**config.mk**
```make
export PLATFORM = sky130hd
export DESIGN_NAME = reqal_top
export DESIGN_NICKNAME = d
export VERILOG_FILES = /design/src/design/reqal_pkg.sv /design/src/design/reqal_edge_delay.sv /design/src/design/reqal_top.sv
export SDC_FILE = /design/constraint.sdc
export NUM_CORES = 1
export LEC_CHECK = 0
export BUFFER_PORTS_ARGS = -buffer_cell sky130_fd_sc_hd__buf_4
export CAP_MARGIN = 20
export CORE_MARGIN = 5
export CORE_UTILIZATION = 55
export CTS_BUF_LIST = sky130_fd_sc_hd__clkbuf_8
export DETAILED_ROUTE_END_ITERATION = 12
export PLACE_DENSITY = 0.79
export SLEW_MARGIN = 10
export SYNTH_ARGS = -nofsm -noshare
export SYNTH_HDL_FRONTEND = slang
export SYNTH_HIERARCHICAL = 1
export SYNTH_SLANG_ARGS = --single-unit
```
**constraint.sdc**
```tcl
create_clock -name hclk -period 8.65 [get_ports hclk]
set_input_delay 0 -clock hclk [delete_from_list [all_inputs] [get_ports hclk]]
set_output_delay 0 -clock hclk [all_outputs]
set_load 0.005 [all_outputs]
```
**src/design/reqal_pkg.sv**
```systemverilog
/*
 Package for the rail enable qualifier: register indices, field positions,
 reset values, timing constants, carrier structs and the delay code table.
 Assumes a 200 MHz register clock.
*/
package reqal_pkg;
   // Clock and time base
   localparam int CLK_PERIOD_NS = 5;
   localparam int MS_NS = 1_000_000;
   localparam int MS_CYCLES = MS_NS / CLK_PERIOD_NS;

   // Register indices, byte address is four times the index
   localparam logic [7:0] IDX_MASK_A = 8'h1F;
   localparam logic [7:0] IDX_MASK_B = 8'h20;
   localparam logic [7:0] IDX_DELAY = 8'h21;
   localparam logic [7:0] IDX_STATUS = 8'h30;

   // Reset values
   localparam logic [7:0] RST_MASK_A = 8'h00;
   localparam logic [7:0] RST_MASK_B = 8'h00;
   localparam logic [7:0] RST_DELAY = 8'h00;

   // Second byte fields
   localparam int MASKB_SECOND_BANK_BIT = 0;
   localparam int MASKB_SHARED_BIT = 1;
   localparam int PINSEL_LSB = 2;
   localparam int PINSEL_W = 3;
   localparam int VOPT_BIT = 7;

   // Delay register fields
   localparam int RISE_LSB = 0;
   localparam int FALL_LSB = 3;
   localparam int DLY_W = 3;

   // Enable source codes
   localparam logic [2:0] SEL_IN_ONE = 3'h0;
   localparam logic [2:0] SEL_IN_TWO = 3'h1;
   localparam logic [2:0] SEL_IN_FIVE = 3'h2;
   localparam logic [2:0] SEL_IN_FOUR = 3'h3;
   localparam logic [2:0] SEL_IN_THREE = 3'h4;
   localparam logic [2:0] SEL_IN_PAIR = 3'h5;
   localparam logic [2:0] SEL_IN_SIX = 3'h6;
   localparam logic [2:0] SEL_ONE = 3'h7;

   // Good flags of the other rails, packed in first-byte mask order at the bottom
   typedef struct packed {
      logic shared_switch_regulator_rail;
      logic second_bank_first_switch;
      logic second_small_linear_regulator;
      logic first_load_switch;
      logic [5:0] step_down_rail;
   } reqal_good_t;

   typedef struct packed {
      logic control_input_six;
      logic control_input_five;
      logic control_input_four;
      logic control_input_three;
      logic control_input_two;
      logic control_input_one;
   } reqal_ctl_t;

   // Delay code to milliseconds
   function automatic logic [6:0] reqal_delay_ms(input logic [2:0] code);
      logic [6:0] ms;
      ms = 7'h00;
      unique case (code)
         3'h0: ms = 7'h00;
         3'h1: ms = 7'h02;
         3'h2: ms = 7'h04;
         3'h3: ms = 7'h08;
         3'h4: ms = 7'h10;
         3'h5: ms = 7'h18;
         3'h6: ms = 7'h20;
         3'h7: ms = 7'h40;
      endcase
      return ms;
   endfunction : reqal_delay_ms
endpackage : reqal_pkg

```
**src/design/reqal_edge_delay.sv**
```systemverilog
/*
 Edge delay for the qualified rail enable: the output follows the request
 after the rising or falling delay chosen by a 3-bit code.
 Assumes codes are stable while a wait runs; a change applies at the next edge.
*/
`timescale 1ns/1ps
module reqal_edge_delay #(
   parameter int MS_CYCLES = reqal_pkg::MS_CYCLES
) (
   // Clock and reset
   input wire logic hclk,
   input wire logic hresetn,
   // Request and delay codes
   input wire logic request,
   input wire logic [2:0] rise_code,
   input wire logic [2:0] fall_code,
   // Delayed level and wait flag
   output logic level,
   output logic busy
);
   import reqal_pkg::*;

   // The longest wait, 64 ms, must fit the 32-bit counter
   if (MS_CYCLES < 1 || MS_CYCLES > 32'h03FF_FFFF) begin : g_bad_ms
      $error("reqal_edge_delay: MS_CYCLES must be from 1 to 67108863");
   end

   typedef enum logic {REQAL_IDLE, REQAL_WAIT} reqal_dly_state_t;

   reqal_dly_state_t state;
   reqal_dly_state_t next_state;
   logic [31:0] cnt;
   logic [31:0] next_cnt;
   logic next_level;
   logic [6:0] wait_ms;

   always_comb begin
      next_state = state;
      next_cnt = cnt;
      next_level = level;
      wait_ms = reqal_delay_ms(request ? rise_code : fall_code);
      unique case (state)
         REQAL_IDLE: begin
            if (request != level) begin
               if (wait_ms == 7'h00) begin
                  next_level = request;
               end else begin
                  next_state = REQAL_WAIT;
                  next_cnt = 32'(32'(wait_ms) * MS_CYCLES - 1);
               end
            end
         end
         REQAL_WAIT: begin
            if (request == level) begin
               next_state = REQAL_IDLE;
            end else if (cnt == 32'h0) begin
               next_level = request;
               next_state = REQAL_IDLE;
            end else begin
               next_cnt = cnt - 32'h1;
            end
         end
      endcase
   end

   always_ff @(posedge hclk or negedge hresetn) begin
      if (!hresetn) begin
         state <= REQAL_IDLE;
         cnt <= 32'h0;
         level <= 1'b0;
      end else begin
         state <= next_state;
         cnt <= next_cnt;
         level <= next_level;
      end
   end

   assign busy = (state == REQAL_WAIT);
endmodule : reqal_edge_delay

```
**src/design/reqal_top.sv**
```systemverilog
/*
 Rail enable qualifier for one small linear regulator: AHB-Lite register
 slave, enable source select, good-flag masking, edge delays and the pin
 voltage override of step-down rail six.
 Assumes control pins, sleep pin and good flags are synchronous to hclk.
*/
// Chosen here: the AHB-Lite register port.
`timescale 1ns/1ps
module reqal_top #(
   parameter int MS_CYCLES = reqal_pkg::MS_CYCLES
) (
   // Clock and reset
   input wire logic hclk,
   input wire logic hresetn,
   // AHB-Lite slave
   input wire logic hsel,
   input wire logic [31:0] haddr,
   input wire logic [1:0] htrans,
   input wire logic hwrite,
   input wire logic [2:0] hsize,
   input wire logic [31:0] hwdata,
   input wire logic hready,
   output logic hreadyout,
   output logic hresp,
   output logic [31:0] hrdata,
   // Control pins and rail status
   input wire reqal_pkg::reqal_ctl_t ctl,
   input wire logic second_control_pin,
   input wire logic sleep_pin,
   input wire logic rail_six_coarse_step,
   input wire reqal_pkg::reqal_good_t good,
   // Rail outputs
   output logic rail_enable,
   output logic rail_six_preset_1v2,
   output logic rail_six_preset_2v4
);
   import reqal_pkg::*;

   if (MS_CYCLES < 1) begin : g_bad_ms
      $error("reqal_top: MS_CYCLES must be at least 1");
   end

   logic [7:0] rail_goodness_mask_a;
   logic [7:0] rail_pin_select_and_mask_b;
   logic [7:0] delay_cfg;
   logic [7:0] next_mask_a;
   logic [7:0] next_mask_b;
   logic [7:0] next_delay;
   logic dp_write;
   logic [29:0] dp_idx;
   logic next_dp_write;
   logic [29:0] next_dp_idx;
   logic [31:0] next_hrdata;
   logic next_preset_1v2;
   logic next_preset_2v4;
   logic addr_take;
   logic [2:0] enable_source_select;
   logic mask_second_regulator_good;
   logic mask_second_bank_switch_good;
   logic rail_six_pin_voltage_option;
   logic source;
   logic [9:0] mask_all;
   logic goods_ok;
   logic qualified;
   logic delay_busy;

   assign enable_source_select = rail_pin_select_and_mask_b[PINSEL_LSB +: PINSEL_W];
   assign mask_second_regulator_good = rail_goodness_mask_a[7];
   assign mask_second_bank_switch_good = rail_pin_select_and_mask_b[MASKB_SECOND_BANK_BIT];
   assign rail_six_pin_voltage_option = rail_pin_select_and_mask_b[VOPT_BIT];

   // Zero wait state, always OKAY
   assign hreadyout = 1'b1;
   assign hresp = 1'b0;
   assign addr_take = hsel && hready && htrans[1];

   // Register file next values
   always_comb begin
      next_mask_a = rail_goodness_mask_a;
      next_mask_b = rail_pin_select_and_mask_b;
      next_delay = delay_cfg;
      next_dp_write = addr_take && hwrite;
      next_dp_idx = addr_take ? haddr[31:2] : dp_idx;
      next_hrdata = hrdata;
      if (dp_write) begin
         if (dp_idx == 30'(IDX_MASK_A)) begin
            next_mask_a = hwdata[7:0];
         end else if (dp_idx == 30'(IDX_MASK_B)) begin
            next_mask_b = hwdata[7:0];
         end else if (dp_idx == 30'(IDX_DELAY)) begin
            next_delay = hwdata[7:0];
         end
      end
      // Read data from the post-write values so a read right after a write sees it
      if (addr_take && !hwrite) begin
         if (haddr[31:2] == 30'(IDX_MASK_A)) begin
            next_hrdata = {24'h0, next_mask_a};
         end else if (haddr[31:2] == 30'(IDX_MASK_B)) begin
            next_hrdata = {24'h0, next_mask_b};
         end else if (haddr[31:2] == 30'(IDX_DELAY)) begin
            next_hrdata = {24'h0, next_delay};
         end else if (haddr[31:2] == 30'(IDX_STATUS)) begin
            next_hrdata = {26'h0, rail_six_preset_2v4, rail_six_preset_1v2, delay_busy,
                           rail_enable, qualified, source};
         end else begin
            next_hrdata = 32'h0;
         end
      end
   end

   always_ff @(posedge hclk or negedge hresetn) begin
      if (!hresetn) begin
         rail_goodness_mask_a <= RST_MASK_A;
         rail_pin_select_and_mask_b <= RST_MASK_B;
         delay_cfg <= RST_DELAY;
         dp_write <= 1'b0;
         dp_idx <= 30'h0;
         hrdata <= 32'h0;
      end else begin
         rail_goodness_mask_a <= next_mask_a;
         rail_pin_select_and_mask_b <= next_mask_b;
         delay_cfg <= next_delay;
         dp_write <= next_dp_write;
         dp_idx <= next_dp_idx;
         hrdata <= next_hrdata;
      end
   end

   // Enable source multiplexer
   always_comb begin
      source = 1'b0;
      unique case (enable_source_select)
         SEL_IN_ONE: source = ctl.control_input_one;
         SEL_IN_TWO: source = ctl.control_input_two;
         SEL_IN_FIVE: source = ctl.control_input_five;
         SEL_IN_FOUR: source = ctl.control_input_four;
         SEL_IN_THREE: source = ctl.control_input_three;
         SEL_IN_PAIR: source = ctl.control_input_three & ctl.control_input_four;
         SEL_IN_SIX: source = ctl.control_input_six;
         SEL_ONE: source = 1'b1;
      endcase
   end

   // Masked good terms: a set mask bit forces its term true
   assign mask_all = {rail_pin_select_and_mask_b[MASKB_SHARED_BIT], mask_second_bank_switch_good,
                      mask_second_regulator_good, rail_goodness_mask_a[6:0]};
   assign goods_ok = &(good | mask_all);
   assign qualified = source & goods_ok;

   reqal_edge_delay #(
      .MS_CYCLES(MS_CYCLES)
   ) u_delay (
      .hclk(hclk),
      .hresetn(hresetn),
      .request(qualified),
      .rise_code(delay_cfg[RISE_LSB +: DLY_W]),
      .fall_code(delay_cfg[FALL_LSB +: DLY_W]),
      .level(rail_enable),
      .busy(delay_busy)
   );

   // Pin voltage override for step-down rail six
   always_comb begin
      next_preset_1v2 = 1'b0;
      next_preset_2v4 = 1'b0;
      if (rail_six_pin_voltage_option && second_control_pin && !sleep_pin) begin
         next_preset_1v2 = !rail_six_coarse_step;
         next_preset_2v4 = rail_six_coarse_step;
      end
   end

   always_ff @(posedge hclk or negedge hresetn) begin
      if (!hresetn) begin
         rail_six_preset_1v2 <= 1'b0;
         rail_six_preset_2v4 <= 1'b0;
      end else begin
         rail_six_preset_1v2 <= next_preset_1v2;
         rail_six_preset_2v4 <= next_preset_2v4;
      end
   end
endmodule : reqal_top

```
==> impl_metrics.csv, run 1 <==
group,metric,value,unit
outcome,run_status,"completed",
route,avgViaCountPerCell,6.07,
grt,first_global_vias,6183,
synth,yosys.area_share.simple,0.192,
route,totalWireLength,17600,microns
synth,syn_area,6900,sq um
placement,dpl_worst_slack,1.69,ns
power_and_ir_drop,leakage,3.80,nW
finish,final_area,8170,sq um
finish,nNetsFinal,977,
route,first_pass_iters,6,
clocking,cts.clk_slew.worst_paths,0.10,ns
timing,fin_crit,7.03,ns
die,core,12500,sq um
finish,fillers,932,
worst_setup_path,r2r_end,"u_delay/cnt[26]$_DFFE_PN0P_",
job,maxCapViolCount,0,
worst_setup_path,crit_path_end,"u_delay/cnt[26]$_DFFE_PN0P_",
synth,synth_compound_gate_area_share,0.150,
clocking,clockBufferDepth,2,
die,fp.dieW,122,microns
finish,drive_gt1_frac,0.205,
worst_setup_path,worstSetupPathType,"reg -> reg",
finish,ff_latch_area,2480,sq um
synth,yosysUniqueCellTypes,75,
synth,synthesis.area_per_instance,9.65,sq um
synth,synth_fa_ha_area_frac,0.115,
power_and_ir_drop,p_per_area,147,nW/um^2
synth,synthFlopType,"dfrtp_1",
worst_setup_path,cp_data_arrival_time,7.35,ns
synth,yosysSeqAreaShare,0.359,
placement,port_buffers,73,
placement,placed_area,7480,sq um
power_and_ir_drop,vdd_drop_max,0.000124,V
timing,hold_viol_final,0,
worst_setup_path,reg2reg_depth,25,
finish,fin_util,0.655,
timing,fmaxAchievable,142,MHz
min_path,holdCritPathClass,"in -> async",
timing,setup_tns,0,ns
route,detail_route.wl_per_cell,17.6,microns
clocking,clock_sinks,99,
die,die_height,122,microns
grt,grt_use_total,0.244,
placement,hpwl,12200,microns
synth,async_flop_share,1.00,
clocking,worst_skew_pair.late_latency,0.39,ns
timing,slew_viol_final,0,
synth,ys_ff_latch,99,
finish,syn_to_final_growth,18.3,%
worst_setup_path,cp-startpoint,"rail_pin_select_and_mask_b[2]$_DFF_PN0_",
clocking,htreeDepth,3,
route,postRouteAntennaNets,0,
timing,rsz0062_at_grt,"no",
synth,postSynthCellCount,715,
worst_setup_path,cp-end-kind,"flip-flop",
timing,fin_crit_sh,0.813,
die,io-pin-count,130,
grt,grt_max_degree,64,
placement,gp_congestion,0.899,
synth,synth_top_family_by_area,"simple AND/OR/NAND/NOR gates",
worst_setup_path,worstPathRequired,8.96,ns
timing,finClkSkew,0.0114,ns
route,drt_iter0_markers,443,
die,initial_utilization,0.554,
grt,grt_pass1_wl,29200,microns
worst_setup_path,worstPathMaxFanout,7,
grt,antenna_found_initial,1,
timing,tightest_slew,1.14,ns
grt,gr-total-overflow,0,
worst_setup_path,reg2reg_from,"rail_pin_select_and_mask_b[2]$_DFF_PN0_",
worst_setup_path,cp_slowest_cell,"or4_1",
clocking,cts_buffers,9,
worst_setup_path,path_common_cell,"ha_1",
clocking,cts_tree,"done",
synth,synth.mux.area_fraction,0.0948,
synth,synth-xor-area-share,0.0317,
timing,slew_headroom,0.231,
finish,multiInputGateArea,4140,sq um
route,via_count,6074,
clocking,cts_setup_buffers,0,
worst_setup_path,reg2reg_slack,1.62,ns
clocking,root_buffer,"clkbuf_8",
route,drc_errors,0,
timing,setup_ws,1.62,ns
synth,synth-edff-count,0,
worst_setup_path,start_kind,"flip-flop",
synth,synth_warnings,6,
timing,setup_viol,0,
worst_setup_path,max_stage_delay,0.69,ns
die,num_rows,41,
die,dieArea,14900,sq um
[critical path, delay by kind of cell (launching register included)]
| family | cells | cell delay [ns] |
|---|---|---|
| flip-flops | 1 | 0.46 |
| adder cells (fa/ha/maj) | 7 | 2.20 |
| AND/OR/NAND/NOR | 6 | 1.85 |
| buffers and inverters | 4 | 0.56 |
| multiplexers | 1 | 0.37 |
| AO/OA/AOI/OAI | 7 | 1.47 |
[Yosys cell counts, types with 5 or more instances]
master,number,share of area
a211oi_1,6,0.0065
a21o_1,9,0.0098
a21oi_1,40,0.029
a22oi_1,9,0.0098
and2_1,7,0.0063
buf_2,7,0.0051
buf_4,27,0.029
clkbuf_1,11,0.0060
dfrtp_1,99,0.36
ha_1,57,0.10
inv_1,21,0.011
mux2_2,53,0.086
nand2_1,45,0.024
nand3_1,26,0.019
nand4_1,5,0.0045
nor2_1,54,0.029
nor3_1,22,0.016
nor4_1,27,0.024
o21ai_0,29,0.021
o21ai_1,11,0.0080
o22ai_1,12,0.011
o31ai_1,6,0.0065
or3_1,7,0.0063
or4_1,8,0.0087
xnor2_1,16,0.020
xor2_1,9,0.011
[state kept, by name (all words and copies together) (netlist names)]
signal and count:
u_delay/cnt 32, dp_idx 30, delay_cfg 8, hrdata 8, rail_goodness_mask_a 8, rail_pin_select_and_mask_b 8, dp_write 1, rail_six_preset_1v2 1
rail_six_preset_2v4 1, u_delay/busy 1, u_delay/level 1
[cell type report]
class | instances | share of cell area
clock buffers | 9 | 0.0152
flip-flops and latches | 99 | 0.303
diodes | 1 | 0.000306
clock inverters | 7 | 0.0143
multi-input cells | 571 | 0.507
repair buffers | 120 | 0.124
well taps | 172 | 0.0264
inverters | 22 | 0.0101
[logic make-up (layout without fill, tap and decap cells)]
family / after synthesis / in the layout
AO/OA/AOI/OAI: 159 / 159
other: 3 / 28
XOR/XNOR: 25 / 25
buffers and inverters: 69 / 158
multiplexers: 57 / 57
adder cells (fa/ha/maj): 61 / 61
AND/OR/NAND/NOR: 242 / 242
flip-flops: 99 / 99
[worst min-delay path by stage]
stage               cells past startpoint     from                     endpoint  slack, ns
floorplan                               0  hresetn       delay_cfg[0]$_DFF_PN0_      -0.30
global route                            2  hresetn       dp_idx[20]$_DFFE_PN0P_       0.13
global placement                        1  hresetn  u_delay/cnt[22]$_DFFE_PN0P_      -0.01
detailed placement                      1  hresetn  u_delay/cnt[21]$_DFFE_PN0P_     -0.007
finish                                  2  hresetn  u_delay/cnt[21]$_DFFE_PN0P_       0.11
CTS                                     2  hresetn  u_delay/cnt[21]$_DFFE_PN0P_       0.12
[report_power, final]
part           internal, W  switching, W
sequential        0.000501     0.0000368
clock             0.000171      0.000183
combinational     0.000142      0.000164
[metal layers]
metal | up-vias | GRT usage | part of all wire
met5 | - | 0 | 0
met4 | 0 | 0.109 | 0.032
met3 | 51 | 0.0562 | 0.061
met2 | 261 | 0.412 | 0.50
met1 | 2938 | 0.297 | 0.41
li1 | 2824 | - | -
[stage by stage]
stage	hold slack, ns	total power (W)	instances
after floorplan	-0.296	0.000738	739
after CTS	0.124	0.00119	1000
after global routing	0.130	0.00126	1001
after global placement	-0.0113	0.000812	940
after detailed placement	-0.00671	0.000827	940
final	0.110	0.00120	1001
[layout by cell type, fill, tap and decap left out, types with 4 or more instances in the layout]
cell type	netlist	layout
buf_4	27	76
o21ai_1	11	11
fa_1	4	4
xnor2_1	16	16
a22oi_1	9	9
or3_1	7	7
a21o_1	9	9
a211oi_1	6	6
o31ai_1	6	6
conb_1	3	27
o21ai_0	29	29
nor3_1	22	22
nand4_1	5	5
ha_1	57	57
and3_1	4	4
clkbuf_8	0	9
dlygate4sd3_1	0	44
or4_1	8	8
nor4_1	27	26
dfrtp_1	99	99
nor2_1	54	54
xor2_1	9	9
nand2b_1	4	4
nand2_1	45	45
o22ai_1	12	12
and2_1	7	7
nor2b_1	4	4
nand3_1	26	26
inv_1	21	21
mux2_2	53	53
a21oi_1	40	40
[repair_timing]
item,in CTS,in global routing
hold endpoints to repair,95,0
hold buffers,44,0
resized for setup,0,0
(Power assumes the default switching activity.)
==> run 2: changes to the inputs <==
CORE_UTILIZATION = 53   (was 55)
PLACE_DENSITY = 0.8   (was 0.79)
clock period = 5.86 ns   (was 8.65 ns; I/O delays follow)
==> impl_metrics.csv, run 2 (synthesized netlist as in run 1, its figures left out) <==
group,metric,value,unit
outcome,run_status,"finished with violations",
outcome,violations,"setup timing",
power_and_ir_drop,p_comb_frac,0.286,
die,dieArea,15400,sq um
finish,layout_common_cells,"buf_4, dfrtp_1, nor2_1, mux2_2, dlygate4sd3_1",
finish,nNetsFinal,1011,
timing,holdWs,0.195,ns
worst_setup_path,path_common_cell,"ha_4",
clocking,clock_sinks,99,
grt,grt_use_total,0.247,
timing,fin_crit_sh,1.03,
worst_setup_path,max_stage_delay,0.60,ns
route,avgViaCountPerCell,6.06,
clocking,clockBufferDepth,2,
placement,port_buffers,73,
timing,fin_crit,6.03,ns
power_and_ir_drop,leakage,3.96,nW
grt,antenna_found_initial,0,
timing,hold_viol_final,0,
route,drt_iter0_markers,407,
power_and_ir_drop,total_power,0.00177,W
die,fp.dieW,124,microns
timing,tightest_slew,1.12,ns
route,wl_met2,9650,microns
timing,setup_tns,-0.737,ns
finish,layout_commonest_cell,"buf_4",
power_and_ir_drop,p_per_area,203,nW/um^2
timing,slew_headroom,0.245,
placement,dpl_worst_slack,-0.151,ns
timing,fmaxAchievable,166,MHz
worst_setup_path,worstPathMaxFanout,7,
finish,top_register,"u_delay/cnt",
clocking,root_buffer,"clkbuf_8",
finish,largest_reg_flops,32,
min_path,holdCritPathClass,"in -> reg",
timing,finClkSkew,0.0230,ns
finish,fillers,890,
finish,syn_to_final_growth,26.5,%
route,top_layer,"met4",
die,core,12700,sq um
timing,slew_viol_final,0,
finish,drive_gt1_frac,0.288,
placement,gp_congestion,0.910,
route,first_pass_iters,5,
route,dr_wl_met3,1300,microns
die,io-pin-count,130,
worst_setup_path,cp_data_arrival_time,6.34,ns
route,via_count,6261,
grt,grt_max_degree,88,
route,totalWireLength,19200,microns
grt,first_global_vias,6207,
worst_setup_path,start_kind,"flip-flop",
clocking,cts_buffers,9,
worst_setup_path,cp_slowest_cell,"or4_4",
clocking,cts.clk_slew.worst_paths,0.11,ns
power_and_ir_drop,p_int,0.00119,W
power_and_ir_drop,p_sw,0.000584,W
route,detail_route.wl_per_cell,18.6,microns
timing,setup_ws,-0.175,ns
finish,diodes,0,
route,drc_errors,0,
worst_setup_path,cp-end-kind,"flip-flop",
power_and_ir_drop,p_seq_frac,0.449,
finish,reg_top3,"u_delay/cnt: 32 flops, dp_idx: 30 flops",
placement,hpwl,12800,microns
worst_setup_path,worstPathRequired,6.17,ns
timing,rsz0062_at_grt,"yes",
job,maxCapViolCount,0,
placement,placed_area,7740,sq um
finish,final_area,8730,sq um
power_and_ir_drop,pwr-share-clk,0.266,
grt,grt_pass1_wl,30300,microns
route,postRouteAntennaNets,0,
worst_setup_path,path_cells,"nand2_1 > o221ai_1 > o211ai_1 > nor4_2 > buf_4 > mux2i_4 > inv_2 > ha_4 > and2_4 > ha_4 > ha_4 > fa_1 > ha_1 > ha_2 > inv_2 > fa_2 > nor2b_4 > o31a_1 > o21a_1 > or3_4 > a21o_1 > or4_4 > a21boi_2 > o21ai_2",
grt,gr-total-overflow,0,
die,die_height,124,microns
die,num_rows,41,
route,drt-met1-wl,7540,microns
power_and_ir_drop,vdd_drop_max,0.000180,V
clocking,htreeDepth,3,
die,initial_utilization,0.545,
power_and_ir_drop,swShare,0.330,
timing,setup_viol,7,
worst_setup_path,worstSetupPathType,"reg -> reg",
clocking,cts_tree,"done",
clocking,worst_skew_pair.late_latency,0.38,ns
## run 2: cell count changes in the layout (fill, tap and decap cells not counted), sizes merged
cell | previous run | this run
dlygate4sd3 | 44 | 45
buf | 76 | 109
bufinv | 2 | 1
diode | 1 | 0
inv | 26 | 27
## run 2: area by class of cell
type	instances	area, sq um	share of cell area
tap	172	215	0.0246
clock inverter	7	82.6	0.00946
timing repair buffer	154	1300	0.149
clock buffer	9	124	0.0142
sequential	99	2480	0.284
inverter	22	90.1	0.0103
multi-input combinational	571	4440	0.509
## run 2: power groups by stage
stage	logic (W)	registers (W)	clock network, W
after floorplan	0.000310	0.000788	0
after global placement	0.000422	0.000797	0
after detailed placement	0.000438	0.000802	0
after CTS	0.000464	0.000789	0.000476
after global routing	0.000557	0.000802	0.000504
final	0.000506	0.000795	0.000471
## run 2: worst max-delay path: cells and delay by family, from the launching register on
kind                       cells  cell delay (ns)
and+or+nand+nor                6             1.50
buffers and inverters          3             0.37
AOI/OAI and AO/OA              7             1.46
adders and majority gates      7             1.87
muxes                          1             0.26
DFF                            1             0.50
## run 2: stage by stage
stage / instances / utilization
floorplan: 739 / -
global placement: 962 / 0.611
detailed placement: 962 / 0.611
CTS: 1024 / 0.664
global route: 1034 / 0.689
finish: 1034 / 0.689
## run 2: worst paths after layout
check                                                         from  cells past startpoint  slack [ns]                           to
min                                                         hready                      4        0.20           dp_write$_DFF_PN0_
min reg2reg                            u_delay/cnt[29]$_DFFE_PN0P_                      1        0.48  u_delay/cnt[29]$_DFFE_PN0P_
max in group asynchronous                                  hresetn                      3        4.76  u_delay/cnt[30]$_DFFE_PN0P_
max reg2reg                rail_pin_select_and_mask_b[4]$_DFF_PN0_                     24       -0.17  u_delay/cnt[26]$_DFFE_PN0P_
min in group asynchronous                                  hresetn                      3        0.22  u_delay/cnt[15]$_DFFE_PN0P_
max                        rail_pin_select_and_mask_b[4]$_DFF_PN0_                     24       -0.17  u_delay/cnt[26]$_DFFE_PN0P_
## run 2: repair_timing
| action | in CTS | in global routing |
|---|---|---|
| endpoints found under the hold margin | 72 | 0 |
| hold buffers | 45 | 0 |
| setup buffers | 1 | 9 |
| gates resized for setup | 2 | 50 |
| pin swaps | 1 | 26 |
| setup endpoints to repair | 8 | 11 |
## run 2: layer usage
layer  vias to the layer above  global-route usage
li1                       2887                   -
met1                      2993               0.305
met2                       310               0.424
met3                        71              0.0468
met4                         0               0.102
met5                         -                   0
==> run 3: changes to the inputs <==
CORE_ASPECT_RATIO = 0.9   (was unset)
==> impl_metrics.csv, run 3 (synthesized netlist as in run 1, its figures left out) <==
group,metric,value,unit
finish,drive_gt1_frac,0.301,
grt,grt_use_total,0.239,
timing,slew_viol_final,0,
worst_setup_path,cp-end-kind,"flip-flop",
finish,layout_commonest_cell,"buf_4",
clocking,root_buffer,"clkbuf_8",
timing,slew_headroom,0.236,
power_and_ir_drop,leakage,3.98,nW
clocking,htreeDepth,3,
finish,layout_common_cells,"buf_4, dfrtp_1, nor2_1",
worst_setup_path,worstPathMaxFanout,7,
timing,setup_ws,0.0880,ns
clocking,clockBufferDepth,2,
worst_setup_path,cp_slowest_cell,"fa_1",
timing,setup_tns,0,ns
finish,syn_to_final_growth,27.1,%
route,avgViaCountPerCell,6.06,
clocking,worst_skew_pair.late_latency,0.39,ns
finish,largest_reg_flops,32,
placement,hpwl,12800,microns
die,core,12700,sq um
placement,dpl_worst_slack,-0.159,ns
route,drt_iter0_markers,624,
timing,fmaxAchievable,173,MHz
timing,fin_crit_sh,0.985,
timing,rsz0062_at_grt,"yes",
outcome,run_status,"completed",
timing,setup_viol,0,
clocking,cts_tree,"done",
worst_setup_path,reg2reg_slack,0.09,ns
route,drc_errors,0,
worst_setup_path,start_kind,"flip-flop",
die,num_rows,39,
die,dieArea,15400,sq um
finish,nNetsFinal,1017,
timing,finClkSkew,0.00784,ns
power_and_ir_drop,vdd_drop_max,0.000145,V
clocking,cts_buffers,9,
grt,grt_max_degree,89,
clocking,clock_sinks,99,
route,detail_route.wl_per_cell,19.0,microns
die,die_height,118,microns
die,io-pin-count,130,
grt,antenna_found_initial,1,
worst_setup_path,worstPathRequired,6.18,ns
power_and_ir_drop,p_per_area,198,nW/um^2
finish,final_cells,1033,
worst_setup_path,worstSetupPathType,"reg -> reg",
timing,hold_viol_final,0,
timing,tightest_slew,1.14,ns
worst_setup_path,critical_path.top_delay_family,"adder cells",
finish,fin_util,0.689,
finish,top_register,"u_delay/cnt",
worst_setup_path,critPathBufInv,5,
die,fp.dieW,130,microns
power_and_ir_drop,total_power,0.00174,W
finish,reg_top3,"u_delay/cnt: 32 flops, dp_idx: 30 flops",
placement,port_buffers,73,
worst_setup_path,max_stage_delay,0.48,ns
timing,fin_crit,5.77,ns
placement,dp.cells,955,
job,maxCapViolCount,0,
min_path,holdCritPathClass,"in -> reg",
grt,gr-total-overflow,0,
placement,gp_congestion,0.897,
grt,grt_pass1_wl,30000,microns
route,first_pass_iters,6,
clocking,cts.clk_slew.worst_paths,0.10,ns
route,via_count,6256,
worst_setup_path,cp_data_arrival_time,6.09,ns
die,initial_utilization,0.542,
route,totalWireLength,19600,microns
route,postRouteAntennaNets,0,
grt,first_global_vias,6157,
run 3: cell count changes in the layout (fill, tap and decap cells not counted), sizes merged:
| cell | delta |
|---|---|
| bufinv | -1 |
| clkinvlp | +1 |
| buf | +6 |
| clkinv | +2 |
| inv | -2 |
| diode | +1 |
run 3: report_power, final:
part / leakage (nW) / switching (W) / total, W / internal, W
combinational: 2.61 / 0.000268 / 0.000515 / 0.000247
sequential: 1.28 / 0.0000548 / 0.000794 / 0.000739
clock: 0.0929 / 0.000268 / 0.000426 / 0.000158
run 3: worst reg2reg max path, delay by kind of cell (launching register included):
family,cells,cell delay [ns]
and+or+nand+nor,7,1.45
xor gates and xnor gates,2,0.29
buffers and inverters,5,0.65
muxes,1,0.28
DFF,1,0.41
adders and majority gates,6,1.78
AOI/OAI and AO/OA,5,0.84
run 3: metal layers:
layer	vias to the layer above	routed length, microns	global-route usage
met5	-	0	0
met4	0	419	0.0662
met3	42	1200	0.0496
met2	280	9940	0.401
met1	3039	8030	0.311
li1	2895	-	-
run 3: final timing paths:
| kind | from | end | cells past startpoint |
|---|---|---|---|
| setup / recovery | rail_pin_select_and_mask_b[2]$_DFF_PN0_ | u_delay/cnt[26]$_DFFE_PN0P_ | 26 |
| hold / removal | hready | dp_write$_DFF_PN0_ | 4 |
| setup reg to reg | rail_pin_select_and_mask_b[2]$_DFF_PN0_ | u_delay/cnt[26]$_DFFE_PN0P_ | 26 |
| hold reg to reg | u_delay/cnt[29]$_DFFE_PN0P_ | u_delay/cnt[29]$_DFFE_PN0P_ | 1 |
| max in group asynchronous | hresetn | dp_idx[17]$_DFFE_PN0P_ | 3 |
| min in group asynchronous | hresetn | dp_idx[13]$_DFFE_PN0P_ | 3 |
run 3: layout make-up:
class | count | area (sq um)
diodes | 1 | 2.50
clock buffers | 9 | 124
clock inverters | 7 | 53.8
fillers | 895 | 3960
inverters | 22 | 87.6
multi-input cells | 571 | 4480
flip-flops and latches | 99 | 2480
well taps | 164 | 205
repair buffers | 160 | 1340
run 3: metrics by stage:
| stage | hold WS [ns] | area, sq um |
|---|---|---|
| after floorplan | -0.296 | 7090 |
| after global placement | -0.164 | 7740 |
| after detailed placement | -0.159 | 7740 |
| after CTS | 0.152 | 8420 |
| after global routing | 0.252 | 8770 |
| final | 0.191 | 8770 |
run 3: timing repair:
item,in CTS,in global routing
endpoints found under the setup margin,9,12
hold buffers,45,0
gates resized for setup,6,49
hold endpoints to repair,70,0
pin swaps,4,22
setup buffers,4,11
